## config.mk

```make
export PLATFORM = sky130hd
export DESIGN_NAME = aetu_top
export DESIGN_NICKNAME = d
export VERILOG_FILES = /design/src/rtl/aetu_pkg.sv /design/src/rtl/aetu_top.sv
export VERILOG_INCLUDE_DIRS = /design/src /design/src/rtl
export SDC_FILE = /design/constraint.sdc
export NUM_CORES = 1
export LEC_CHECK = 0
export BUFFER_PORTS_ARGS = -buffer_cell sky130_fd_sc_hd__buf_2
export CAP_MARGIN = 15
export CORE_MARGIN = 2
export CORE_UTILIZATION = 40
export CTS_CLUSTER_DIAMETER = 80
export DETAILED_ROUTE_END_ITERATION = 8
export HOLD_SLACK_MARGIN = 0.02
export PLACE_DENSITY = 0.69
export SLEW_MARGIN = 5
export SYNTH_ARGS = -nofsm -noshare
export SYNTH_HDL_FRONTEND = slang
export SYNTH_SLANG_ARGS = --single-unit
```

## constraint.sdc

```tcl
create_clock -name pclk -period 4.1 [get_ports pclk]
set_input_delay 0.615 -clock pclk [delete_from_list [all_inputs] [get_ports pclk]]
set_output_delay 0.615 -clock pclk [all_outputs]
set_load 0.02 [all_outputs]
```

## src/rtl/aetu_defines.svh

```systemverilog
// How it works
// - Single sample: result minus setpoint or filtered
// - Code 000: result minus previous result
// - Double sample: sample difference replaces raw result
// - Code 100: previous result minus filtered value
// - Code 101: filtered value minus setpoint
// - In continuous mode, stop-on-interrupt clears go, else retrigger
// - Without stop-on-interrupt only software clears go
// - Mode 111 always interrupts, 000 never
// - Modes 110/101: above / not above upper
// - Mode 100: outside the threshold window
// - Mode 011: strictly inside the threshold window
// - Modes 010/001: not below / below lower
// - Error low byte is read-only result bits
// - Lower threshold is two writable bytes
// - Comparison outcome lands in status flags
// - Control bit 7 reads as zero
`ifndef AETU_DEFINES_SVH
`define AETU_DEFINES_SVH

// ----------------------------------------
// Register offsets
// ----------------------------------------
`define AETU_OFF_CALC_CTRL 12'h000
`define AETU_OFF_ERR_LOW 12'h004
`define AETU_OFF_LTH_HIGH 12'h008
`define AETU_OFF_LTH_LOW 12'h00c
`define AETU_OFF_UTH 12'h010
`define AETU_OFF_SETPOINT 12'h014
`define AETU_OFF_RUN_CTRL 12'h018
`define AETU_OFF_STATUS 12'h01c
`define AETU_OFF_INT_STATUS 12'h020
`define AETU_OFF_INT_MASK 12'h024
`define AETU_OFF_ERR_HIGH 12'h028

// ----------------------------------------
// Field positions
// ----------------------------------------
`define AETU_CALC_MSB 6
`define AETU_CALC_LSB 4
`define AETU_SOI_BIT 3
`define AETU_TMD_MSB 2
`define AETU_GO_BIT 0
`define AETU_CONT_BIT 1
`define AETU_DS_BIT 2
`define AETU_INT_THR_BIT 0
`define AETU_INT_DONE_BIT 1

// ----------------------------------------
// Codes and reset values
// ----------------------------------------
`define AETU_CALC_PREV 3'h0
`define AETU_CALC_SETPT 3'h1
`define AETU_CALC_FILT 3'h2
`define AETU_CALC_DERIV 3'h4
`define AETU_CALC_FSET 3'h5
`define AETU_RST_BYTE 8'h00
`define AETU_RST_WORD 16'h0000

`endif

```

## src/rtl/aetu_pkg.sv

```systemverilog
package aetu_pkg;

	// ----------------------------------------
	// Sequencer states
	// ----------------------------------------
	typedef enum logic [3:0] {
		st_idle = 4'h1,
		st_calc = 4'h2,
		st_cmp = 4'h4,
		st_dec = 4'h8
	} aetu_state_t;

endpackage

```

## src/rtl/aetu_top.sv

```systemverilog
// The implementer's own choices: register access over APB and the address map.
`timescale 1ns/100ps
`include "aetu_defines.svh"

module aetu_top #(
	parameter int DATA_W = 16
) (
	input wire logic pclk,
	input wire logic presetn,
	input wire logic psel,
	input wire logic penable,
	input wire logic pwrite,
	input wire logic [11:0] paddr,
	input wire logic [31:0] pwdata,
	output logic [31:0] prdata,
	output logic pready,
	output logic pslverr,
	input wire logic conversion_done,
	input wire logic [15:0] conversion_result,
	input wire logic [15:0] filtered_value,
	output logic conversion_go,
	output logic retrigger,
	output logic irq
);

	// ----------------------------------------
	// Elaboration check
	// ----------------------------------------
	if (DATA_W != 16) begin : g_width_check
		$error("DATA_W must be 16 to split into byte registers");
	end

	// ----------------------------------------
	// Storage
	// ----------------------------------------
	aetu_pkg::aetu_state_t state;
	logic [2:0] error_calc_mode;
	logic stop_on_interrupt;
	logic [2:0] threshold_int_mode;
	logic continuous_enable;
	logic double_sample_enable;
	logic [15:0] lower_threshold;
	logic [15:0] upper_threshold;
	logic [15:0] setpoint;
	logic [15:0] computed_error;
	logic [15:0] cap_result;
	logic [15:0] cap_filtered;
	logic [15:0] previous_result;
	logic upper_threshold_flag;
	logic lower_threshold_flag;
	logic [1:0] int_status;
	logic [1:0] int_mask;
	logic [15:0] next_error;
	logic [15:0] base_value;
	logic thr_hit;
	logic gt_upper;
	logic lt_lower;
	logic gt_lower;
	logic lt_upper;
	logic [31:0] next_prdata;
	logic next_slverr;
	logic setup;
	logic wr_en;
	logic wr_run;
	logic hw_stop;

	assign setup = psel & ~penable;
	assign wr_en = psel & penable & pready & pwrite;
	assign wr_run = wr_en && (paddr == `AETU_OFF_RUN_CTRL);

	// ----------------------------------------
	// Read decode
	// ----------------------------------------
	always_comb begin
		next_prdata = 32'h0000_0000;
		next_slverr = 1'b0;
		case (paddr)
			`AETU_OFF_CALC_CTRL: next_prdata[7:0] = {1'b0, error_calc_mode,
				stop_on_interrupt, threshold_int_mode};
			`AETU_OFF_ERR_LOW: next_prdata[7:0] = computed_error[7:0];
			`AETU_OFF_ERR_HIGH: next_prdata[7:0] = computed_error[15:8];
			`AETU_OFF_LTH_HIGH: next_prdata[7:0] = lower_threshold[15:8];
			`AETU_OFF_LTH_LOW: next_prdata[7:0] = lower_threshold[7:0];
			`AETU_OFF_UTH: next_prdata[15:0] = upper_threshold;
			`AETU_OFF_SETPOINT: next_prdata[15:0] = setpoint;
			`AETU_OFF_RUN_CTRL: next_prdata[2:0] = {double_sample_enable,
				continuous_enable, conversion_go};
			`AETU_OFF_STATUS: next_prdata[1:0] = {lower_threshold_flag,
				upper_threshold_flag};
			`AETU_OFF_INT_STATUS: next_prdata[1:0] = int_status;
			`AETU_OFF_INT_MASK: next_prdata[1:0] = int_mask;
			default: next_slverr = 1'b1;
		endcase
	end

	// ----------------------------------------
	// Bus handshake
	// ----------------------------------------
	always_ff @(posedge pclk or negedge presetn) begin
		if (!presetn) begin
			pready <= 1'b0;
			prdata <= 32'h0000_0000;
			pslverr <= 1'b0;
		end else begin
			pready <= setup;
			pslverr <= setup & next_slverr;
			if (setup && !pwrite) begin
				prdata <= next_prdata;
			end
		end
	end

	// ----------------------------------------
	// Configuration registers
	// ----------------------------------------
	always_ff @(posedge pclk or negedge presetn) begin
		if (!presetn) begin
			error_calc_mode <= 3'h0;
			stop_on_interrupt <= 1'b0;
			threshold_int_mode <= 3'h0;
			lower_threshold <= `AETU_RST_WORD;
			upper_threshold <= `AETU_RST_WORD;
			setpoint <= `AETU_RST_WORD;
			int_mask <= 2'h0;
			continuous_enable <= 1'b0;
			double_sample_enable <= 1'b0;
		end else if (wr_en) begin
			case (paddr)
				`AETU_OFF_CALC_CTRL: begin
					error_calc_mode <= pwdata[`AETU_CALC_MSB:`AETU_CALC_LSB];
					stop_on_interrupt <= pwdata[`AETU_SOI_BIT];
					threshold_int_mode <= pwdata[`AETU_TMD_MSB:0];
				end
				`AETU_OFF_LTH_HIGH: lower_threshold[15:8] <= pwdata[7:0];
				`AETU_OFF_LTH_LOW: lower_threshold[7:0] <= pwdata[7:0];
				`AETU_OFF_UTH: upper_threshold <= pwdata[15:0];
				`AETU_OFF_SETPOINT: setpoint <= pwdata[15:0];
				`AETU_OFF_INT_MASK: int_mask <= pwdata[1:0];
				`AETU_OFF_RUN_CTRL: begin
					continuous_enable <= pwdata[`AETU_CONT_BIT];
					double_sample_enable <= pwdata[`AETU_DS_BIT];
				end
				default: begin
				end
			endcase
		end
	end

	// ----------------------------------------
	// Sequencer
	// ----------------------------------------
	always_ff @(posedge pclk or negedge presetn) begin
		if (!presetn) begin
			state <= aetu_pkg::st_idle;
		end else begin
			case (state)
				aetu_pkg::st_idle: if (conversion_done) begin
					state <= aetu_pkg::st_calc;
				end
				aetu_pkg::st_calc: state <= aetu_pkg::st_cmp;
				aetu_pkg::st_cmp: state <= aetu_pkg::st_dec;
				aetu_pkg::st_dec: state <= aetu_pkg::st_idle;
				default: state <= aetu_pkg::st_idle;
			endcase
		end
	end

	// ----------------------------------------
	// Error computation
	// ----------------------------------------
	always_comb begin
		base_value = cap_result;
		if (double_sample_enable) begin
			base_value = cap_result - previous_result;
		end
		case (error_calc_mode)
			`AETU_CALC_PREV: next_error = cap_result - previous_result;
			`AETU_CALC_SETPT: next_error = base_value - setpoint;
			`AETU_CALC_FILT: next_error = base_value - cap_filtered;
			`AETU_CALC_DERIV: next_error = previous_result - cap_filtered;
			`AETU_CALC_FSET: next_error = cap_filtered - setpoint;
			default: next_error = computed_error;
		endcase
	end

	always_ff @(posedge pclk or negedge presetn) begin
		if (!presetn) begin
			cap_result <= `AETU_RST_WORD;
			cap_filtered <= `AETU_RST_WORD;
			previous_result <= `AETU_RST_WORD;
			computed_error <= `AETU_RST_WORD;
		end else if (state == aetu_pkg::st_idle && conversion_done) begin
			cap_result <= conversion_result;
			cap_filtered <= filtered_value;
		end else if (state == aetu_pkg::st_calc) begin
			computed_error <= next_error;
			previous_result <= cap_result;
		end
	end

	// ----------------------------------------
	// Threshold comparison
	// ----------------------------------------
	assign gt_upper = $signed(computed_error) > $signed(upper_threshold);
	assign lt_upper = $signed(computed_error) < $signed(upper_threshold);
	assign lt_lower = $signed(computed_error) < $signed(lower_threshold);
	assign gt_lower = $signed(computed_error) > $signed(lower_threshold);

	always_ff @(posedge pclk or negedge presetn) begin
		if (!presetn) begin
			upper_threshold_flag <= 1'b0;
			lower_threshold_flag <= 1'b0;
		end else if (state == aetu_pkg::st_cmp) begin
			upper_threshold_flag <= gt_upper;
			lower_threshold_flag <= lt_lower;
		end
	end

	always_comb begin
		case (threshold_int_mode)
			3'h7: thr_hit = 1'b1;
			3'h6: thr_hit = gt_upper;
			3'h5: thr_hit = ~gt_upper;
			3'h4: thr_hit = lt_lower | gt_upper;
			3'h3: thr_hit = gt_lower & lt_upper;
			3'h2: thr_hit = ~lt_lower;
			3'h1: thr_hit = lt_lower;
			default: thr_hit = 1'b0;
		endcase
	end

	// ----------------------------------------
	// Run control
	// ----------------------------------------
	assign hw_stop = (state == aetu_pkg::st_dec) && continuous_enable && conversion_go
		&& stop_on_interrupt && thr_hit;

	always_ff @(posedge pclk or negedge presetn) begin
		if (!presetn) begin
			conversion_go <= 1'b0;
			retrigger <= 1'b0;
		end else begin
			retrigger <= (state == aetu_pkg::st_dec) && continuous_enable
				&& conversion_go && !hw_stop;
			if (wr_run) begin
				conversion_go <= pwdata[`AETU_GO_BIT];
			end else if (hw_stop) begin
				conversion_go <= 1'b0;
			end
		end
	end

	// ----------------------------------------
	// Interrupts
	// ----------------------------------------
	always_ff @(posedge pclk or negedge presetn) begin
		if (!presetn) begin
			int_status <= 2'h0;
			irq <= 1'b0;
		end else begin
			int_status <= (int_status & ~((wr_en && paddr == `AETU_OFF_INT_STATUS)
				? pwdata[1:0] : 2'h0))
				| {state == aetu_pkg::st_dec,
				(state == aetu_pkg::st_dec) && thr_hit};
			irq <= |(int_status & int_mask);
		end
	end
endmodule

```

# --- Word-level counts from Yosys, hierarchy flattened ---
# Cells that the tools add are included.
word_totals:
  word_cells: 114
  regBits: 152
  input_bits: 82
op_classes:
  eq_ne: 26
  n_bitwise: 15
  reduce_logical: 27
  muxes: 13
  order_cmp: 4
  add_sub_neg: 5
ops:
  columns: ["op", "count"]
  rows:
  - ["$pmux W16 S5", 1]
  - ["$sub A16 B16 Y16", 5]
  - ["$eq A12 B5 Y1 const B", 4]
  - ["$eq A12 B6 Y1 const B", 3]
  - ["$pmux W5 S7", 1]
  - ["$gt A16 B16 Y1", 2]
  - ["$lt A16 B16 Y1", 2]
  - ["$eq A12 B4 Y1 const B", 2]
  - ["$pmux W2 S11", 1]
  - ["$eq A3 B3 Y1 const B", 6]
  - ["$mux W16", 1]
  - ["$pmux W8 S2", 1]
  - ["$reduce_and A2 Y1", 8]
  - ["$eq A12 B3 Y1 const B", 1]
  - ["$logic_not A12 Y1", 1]
  - ["$pmux W4 S3", 1]
  - ["$reduce_or A11 Y1", 1]
  - ["$logic_and A1 B1 Y1", 10]
  - ["$eq A3 B2 Y1 const B", 3]
  - ["$pmux W1 S8", 1]
  - ["$pmux W1 S7", 1]
  - ["$and A1 B1 Y1", 6]
  - ["$eq A3 B1 Y1 const B", 2]
  - ["$reduce_bool A5 Y1", 1]
  - ["other kinds (18)", 25]

# --- Logic depth before layout (Yosys ltp) ---
depth:
  ltp_word: 8
  ltp_mapped: 23

# --- Worst setup path before layout ---
# OpenSTA, ideal clock, no wires.
synth_path:
  kind: "reg-to-reg"
  start: "register double_sample_enable"
  end: "register computed_error[14]"
  setup_time_ns: 0.065
  period_less_slack_ns: 3.986
  required_ns: 4.035
  path_slack_ns: 0.114
  path_stages_with_launch: 20
  t_arrival_ns: 3.921
  cell_sequence: "dfrtp_1 clkbuf_1 buf_1 buf_1 nor2_1 a21oi_1 mux2i_1 ha_1 fa_1 nor2b_1 o21ai_1 a21boi_1 o21ai_1 a21oi_1 nand4_1 a41oi_1 a21oi_1 or3b_1 a21oi_1 o22a_1"
synth_via:
  elab_chain_cells: 3
synth_lines:
  columns: ["item", "line_no", "text"]
  rows:
  - ["from (decl)", "aetu_top.sv:41", "logic double_sample_enable;"]
  - ["from (signal assigned)", "aetu_top.sv:141", "double_sample_enable <= pwdata[`AETU_DS_BIT];"]
  - ["$mux W16 *", "aetu_top.sv:173", "if (double_sample_enable) begin"]
  - ["$sub A16 B16 Y16, on equally long branches", "aetu_top.sv:179, aetu_top.sv:178", null]
  - ["$pmux W16 S5 *", "aetu_top.sv:176", "case (error_calc_mode)"]
  - ["to (signal assigned)", "aetu_top.sv:191", "computed_error <= `AETU_RST_WORD;"]
  - ["to (signal assigned)", "aetu_top.sv:196", "computed_error <= next_error;"]
  - ["to (decl)", "aetu_top.sv:45", "logic [15:0] computed_error;"]
# Mark *: on every way between the ends. The rest lies on a longest branch, timed or not.
# A chain may end at the register's enable or synchronous reset.

# --- Worst setup path in the final report ---
layout_path:
  start: "register cap_result[0]"
  end: "register computed_error[15]"
layout_via:
  elab_chain_cells: 4
layout_lines:
  columns: ["item", "line_no", "text"]
  rows:
  - ["from (decl)", "aetu_top.sv:46", "logic [15:0] cap_result;"]
  - ["from (signal assigned)", "aetu_top.sv:188", "cap_result <= `AETU_RST_WORD;"]
  - ["from (signal assigned)", "aetu_top.sv:193", "cap_result <= conversion_result;"]
  - ["$sub A16 B16 Y16", "aetu_top.sv:174, aetu_top.sv:177", null]
  - ["$mux W16", "aetu_top.sv:173", null]
  - ["$sub A16 B16 Y16, on equally long branches", "aetu_top.sv:179, aetu_top.sv:178", null]
  - ["$pmux W16 S5 *", "aetu_top.sv:176", null]
# Marks and branches as above.

==> results.sh <==
export IMPL_switching_power_mw=3.72
export IMPL_cts_buffers=17
export IMPL_outcome="finished with violations"
export IMPL_maxCapViolations=0
export IMPL_synth_main_ff_cell="dfrtp_1"
export IMPL_crit_type="flip-flop to flip-flop"
export IMPL_post_route_period_util=1.03
export IMPL_grt_overflow=0
export IMPL_synth_cell_types=74
export IMPL_tightest_slew_ns=1.03
export IMPL_firstDrtPassIters=5
export IMPL_p_per_area_nw_per_um2=767
export IMPL_antenna_found_initial=0
export IMPL_drc=0
export IMPL_ff_latch_area_um2=3810
export IMPL_violations="negative setup slack"
export IMPL_io_buffers=86
export IMPL_placed_area_um2=10900
export IMPL_multiInputGateArea_um2=5830
export IMPL_slew_headroom=0.315
export IMPL_drv_slew=0
export IMPL_post_place_cells=1510
export IMPL_die_h_um=161
export IMPL_layout_drive_gt1_share=0.244
export IMPL_ant_nets=0
export IMPL_grt_usage=0.202
export IMPL_ff2ff_path_depth=22
export IMPL_cp_data_required_time_ns=4.42
export IMPL_period_needed_ns=4.20
export IMPL_synth_avg_cell_area_um2=9.06
export IMPL_cts_root_buf="clkbuf_16"
export IMPL_p_leak_nw=5.68
export IMPL_synth_edf_count=0
export IMPL_synthCells=1085
export IMPL_core_area_um2=24200
export IMPL_row_count=57
export IMPL_final_cells=1568
export IMPL_ys_ff_latch=152
export IMPL_synthArstFlopShare=1.00
export IMPL_skew_ns=0.0155
export IMPL_via_per_inst=5.34
export IMPL_diodes=0
export IMPL_finalWirelength_um=26100
export IMPL_syn2layout_area_growth_pct=22.1
export IMPL_r2r_start="cap_result[0]"
export IMPL_critPathLaunchType="flip-flop"
export IMPL_yosysSeqAreaShare=0.387
export IMPL_dieArea_um2=25800
export IMPL_fin_setup_tns_ns=-0.290
export IMPL_cts_sinks=152
export IMPL_finalWorstSetupSlack_ns=-0.103
export IMPL_pre_cts_ws_ns=-0.219
export IMPL_cts_path_max_buffers=2
export IMPL_place_gp_congestion=0.891
export IMPL_cp_max_fo=3
export IMPL_cp_end_kind="flip-flop"
export IMPL_cts_tree="done"
export IMPL_finish_utilization=0.495
export IMPL_final_nets=1393
export IMPL_hold_viol_final=0
export IMPL_start_util=0.405
export IMPL_drt_iter0_drc=632
export IMPL_timing_rr_end="computed_error[15]"
export IMPL_grt_max_degree=92
export IMPL_grt_pass1_wl_um=41900
export IMPL_nFillCells=2255
export IMPL_ir_worst_vdd_mv=0.428
export IMPL_regToRegSetupSlack_ns=-0.10
export IMPL_fmax_mhz=238
export IMPL_setup_viol=4
export IMPL_grt_pass1_vias=8216
export IMPL_hp_class="input pin to asynchronous set/reset pin"
export IMPL_die_w_um=161
export IMPL_combPwrFrac=0.590
export IMPL_p_clk_frac=0.168
export IMPL_io_pins=119
export IMPL_clk_latency_ns=0.44
export IMPL_place_detailed_hpwl_um=19100
export IMPL_cts_hold_buffers=0
export IMPL_rsz0062_at_grt="true"
export IMPL_wl_per_cell_um=16.7
export IMPL_synth_area_um2=9830
export IMPL_vias=8368
export IMPL_critical_path_arrival_ns=4.52
export IMPL_htree_num_levels=4
export IMPL_sequentialPowerShare=0.242
export IMPL_ys_warn_count=0
export IMPL_p_int_mw=5.48
export IMPL_clkTransAtPathRegs_ns=0.07
export IMPL_p_sw_frac=0.405
export IMPL_fin_area_um2=12000
==> routing by layer <==
layer  vias up  global-route usage  wire [um]
met4         0              0.0613        630
li1       4112                   -          -
met3        52              0.0362       1480
met5         -                   0          0
met1      3948               0.285      12200
met2       256               0.317      11800
==> registers in the layout (all words and copies together) (netlist names), 2 cells and up <==
name and count:
cap_filtered 16, cap_result 16, computed_error 16, error_calc_mode 3, int_mask 2, int_status 2
lower_threshold 16, prdata 16, previous_result 16, setpoint 16, state 4, threshold_int_mode 3
upper_threshold 16
==> power by group through the flow <==
stage	logic, mW	clock network (mW)	registers [mW]
6_report	5.43	1.55	2.22
5_1_grt	5.92	1.63	2.27
4_1_cts	4.91	1.58	2.21
3_5_place_dp	4.35	0	2.23
3_3_place_gp	4.25	0	2.21
2_1_floorplan	3.04	0	2.13
==> worst max-delay path, stage by stage (launching register included) <==
cell and delay (ns):
dfrtp_1 0.39, inv_2 0.08, ha_4 0.14, inv_2 0.03, fa_2 0.33, a21o_1 0.20
a21oi_2 0.17, nor2b_2 0.07, o211ai_1 0.23, nand2_2 0.16, a21oi_2 0.22, xnor2_2 0.15
mux2i_2 0.13, a21oi_2 0.21, ha_4 0.23, and3_4 0.17, a21o_1 0.19, nor2b_2 0.18
nor3_2 0.06, a211oi_2 0.24, xnor2_1 0.15, o221ai_1 0.17, o22a_1 0.20
==> timing repair <==
action	CTS	global route
endpoints found under the setup margin	6	8
pin swaps	23	39
buffers inserted	19	11
resized for setup	18	52
==> stage by stage <==
step	total power [mW]	hold WS, ns
floorplan	5.17	0.319
finish	9.20	0.243
global placement	6.47	0.483
CTS	8.70	0.286
detailed placement	6.58	0.478
global route	9.82	0.306
==> cells in the mapped netlist (6+ instances only) <==
| cell | n | area, um^2 |
|---|---|---|
| xor2_1 | 6 | 52.6 |
| a21oi_1 | 84 | 420 |
| mux2_2 | 31 | 349 |
| o21a_1 | 13 | 97.6 |
| a22oi_1 | 12 | 90.1 |
| nor3_1 | 18 | 90.1 |
| ha_1 | 77 | 963 |
| inv_1 | 89 | 334 |
| nand4_1 | 10 | 62.6 |
| nand2_1 | 115 | 432 |
| buf_4 | 16 | 120 |
| nand2b_1 | 15 | 93.8 |
| nor2b_1 | 13 | 81.3 |
| buf_1 | 6 | 22.5 |
| xnor2_1 | 31 | 272 |
| nand3b_1 | 6 | 45.0 |
| and3_1 | 7 | 43.8 |
| o21ai_0 | 69 | 345 |
| a21o_1 | 18 | 135 |
| o21ai_1 | 35 | 175 |
| dfrtp_1 | 151 | 3780 |
| nor2_1 | 76 | 285 |
| o22ai_1 | 6 | 37.5 |
| clkbuf_1 | 31 | 116 |
| a221oi_1 | 10 | 87.6 |
| mux2i_1 | 23 | 230 |
| mux2_1 | 18 | 203 |
| nand3_1 | 9 | 45.0 |
==> layout make-up <==
class | instances | share of cell area
Inverter | 90 | 0.0282
Sequential cell | 152 | 0.317
Clock buffer | 17 | 0.0354
Clock inverter | 15 | 0.0118
Multi-Input combinational cell | 805 | 0.485
Tap cell | 324 | 0.0338
Timing Repair Buffer | 165 | 0.0882
==> cells by family after synthesis <==
logic type | after synthesis | synth area share
adder cells (fa/ha/maj) | 80 | 0.104
other | 1 | 0.000382
AND/OR/NAND/NOR | 289 | 0.135
buffers and inverters | 143 | 0.0607
multiplexers | 73 | 0.0811
flip-flops | 152 | 0.387
AO/OA/AOI/OAI | 310 | 0.199
XOR/XNOR | 37 | 0.0330
==> worst max path at each step <==
stage                    startpoint                 end  cells after the start
3_3_place_gp          cap_result[0]  computed_error[15]                     22
2_1_floorplan  double_sample_enable  computed_error[14]                     19
5_1_grt               cap_result[0]  computed_error[14]                     21
6_report              cap_result[0]  computed_error[15]                     22
4_1_cts               cap_result[1]  computed_error[15]                     18
3_5_place_dp          cap_result[0]  computed_error[15]                     22
==> cells in the final DEF (no fill, tap or decap), drive strengths merged, types with 15 or more instances in the layout <==
| cell type | instances |
|---|---|
| o21ai | 106 |
| buf | 165 |
| conb | 16 |
| inv | 96 |
| mux2i | 23 |
| ha | 77 |
| dfrtp | 151 |
| nor3 | 18 |
| nor2 | 76 |
| clkbuf | 17 |
| mux2 | 50 |
| xnor2 | 31 |
| nand2 | 115 |
| a21o | 18 |
| nand2b | 15 |
| a21oi | 87 |
(Power assumes the default switching activity.)
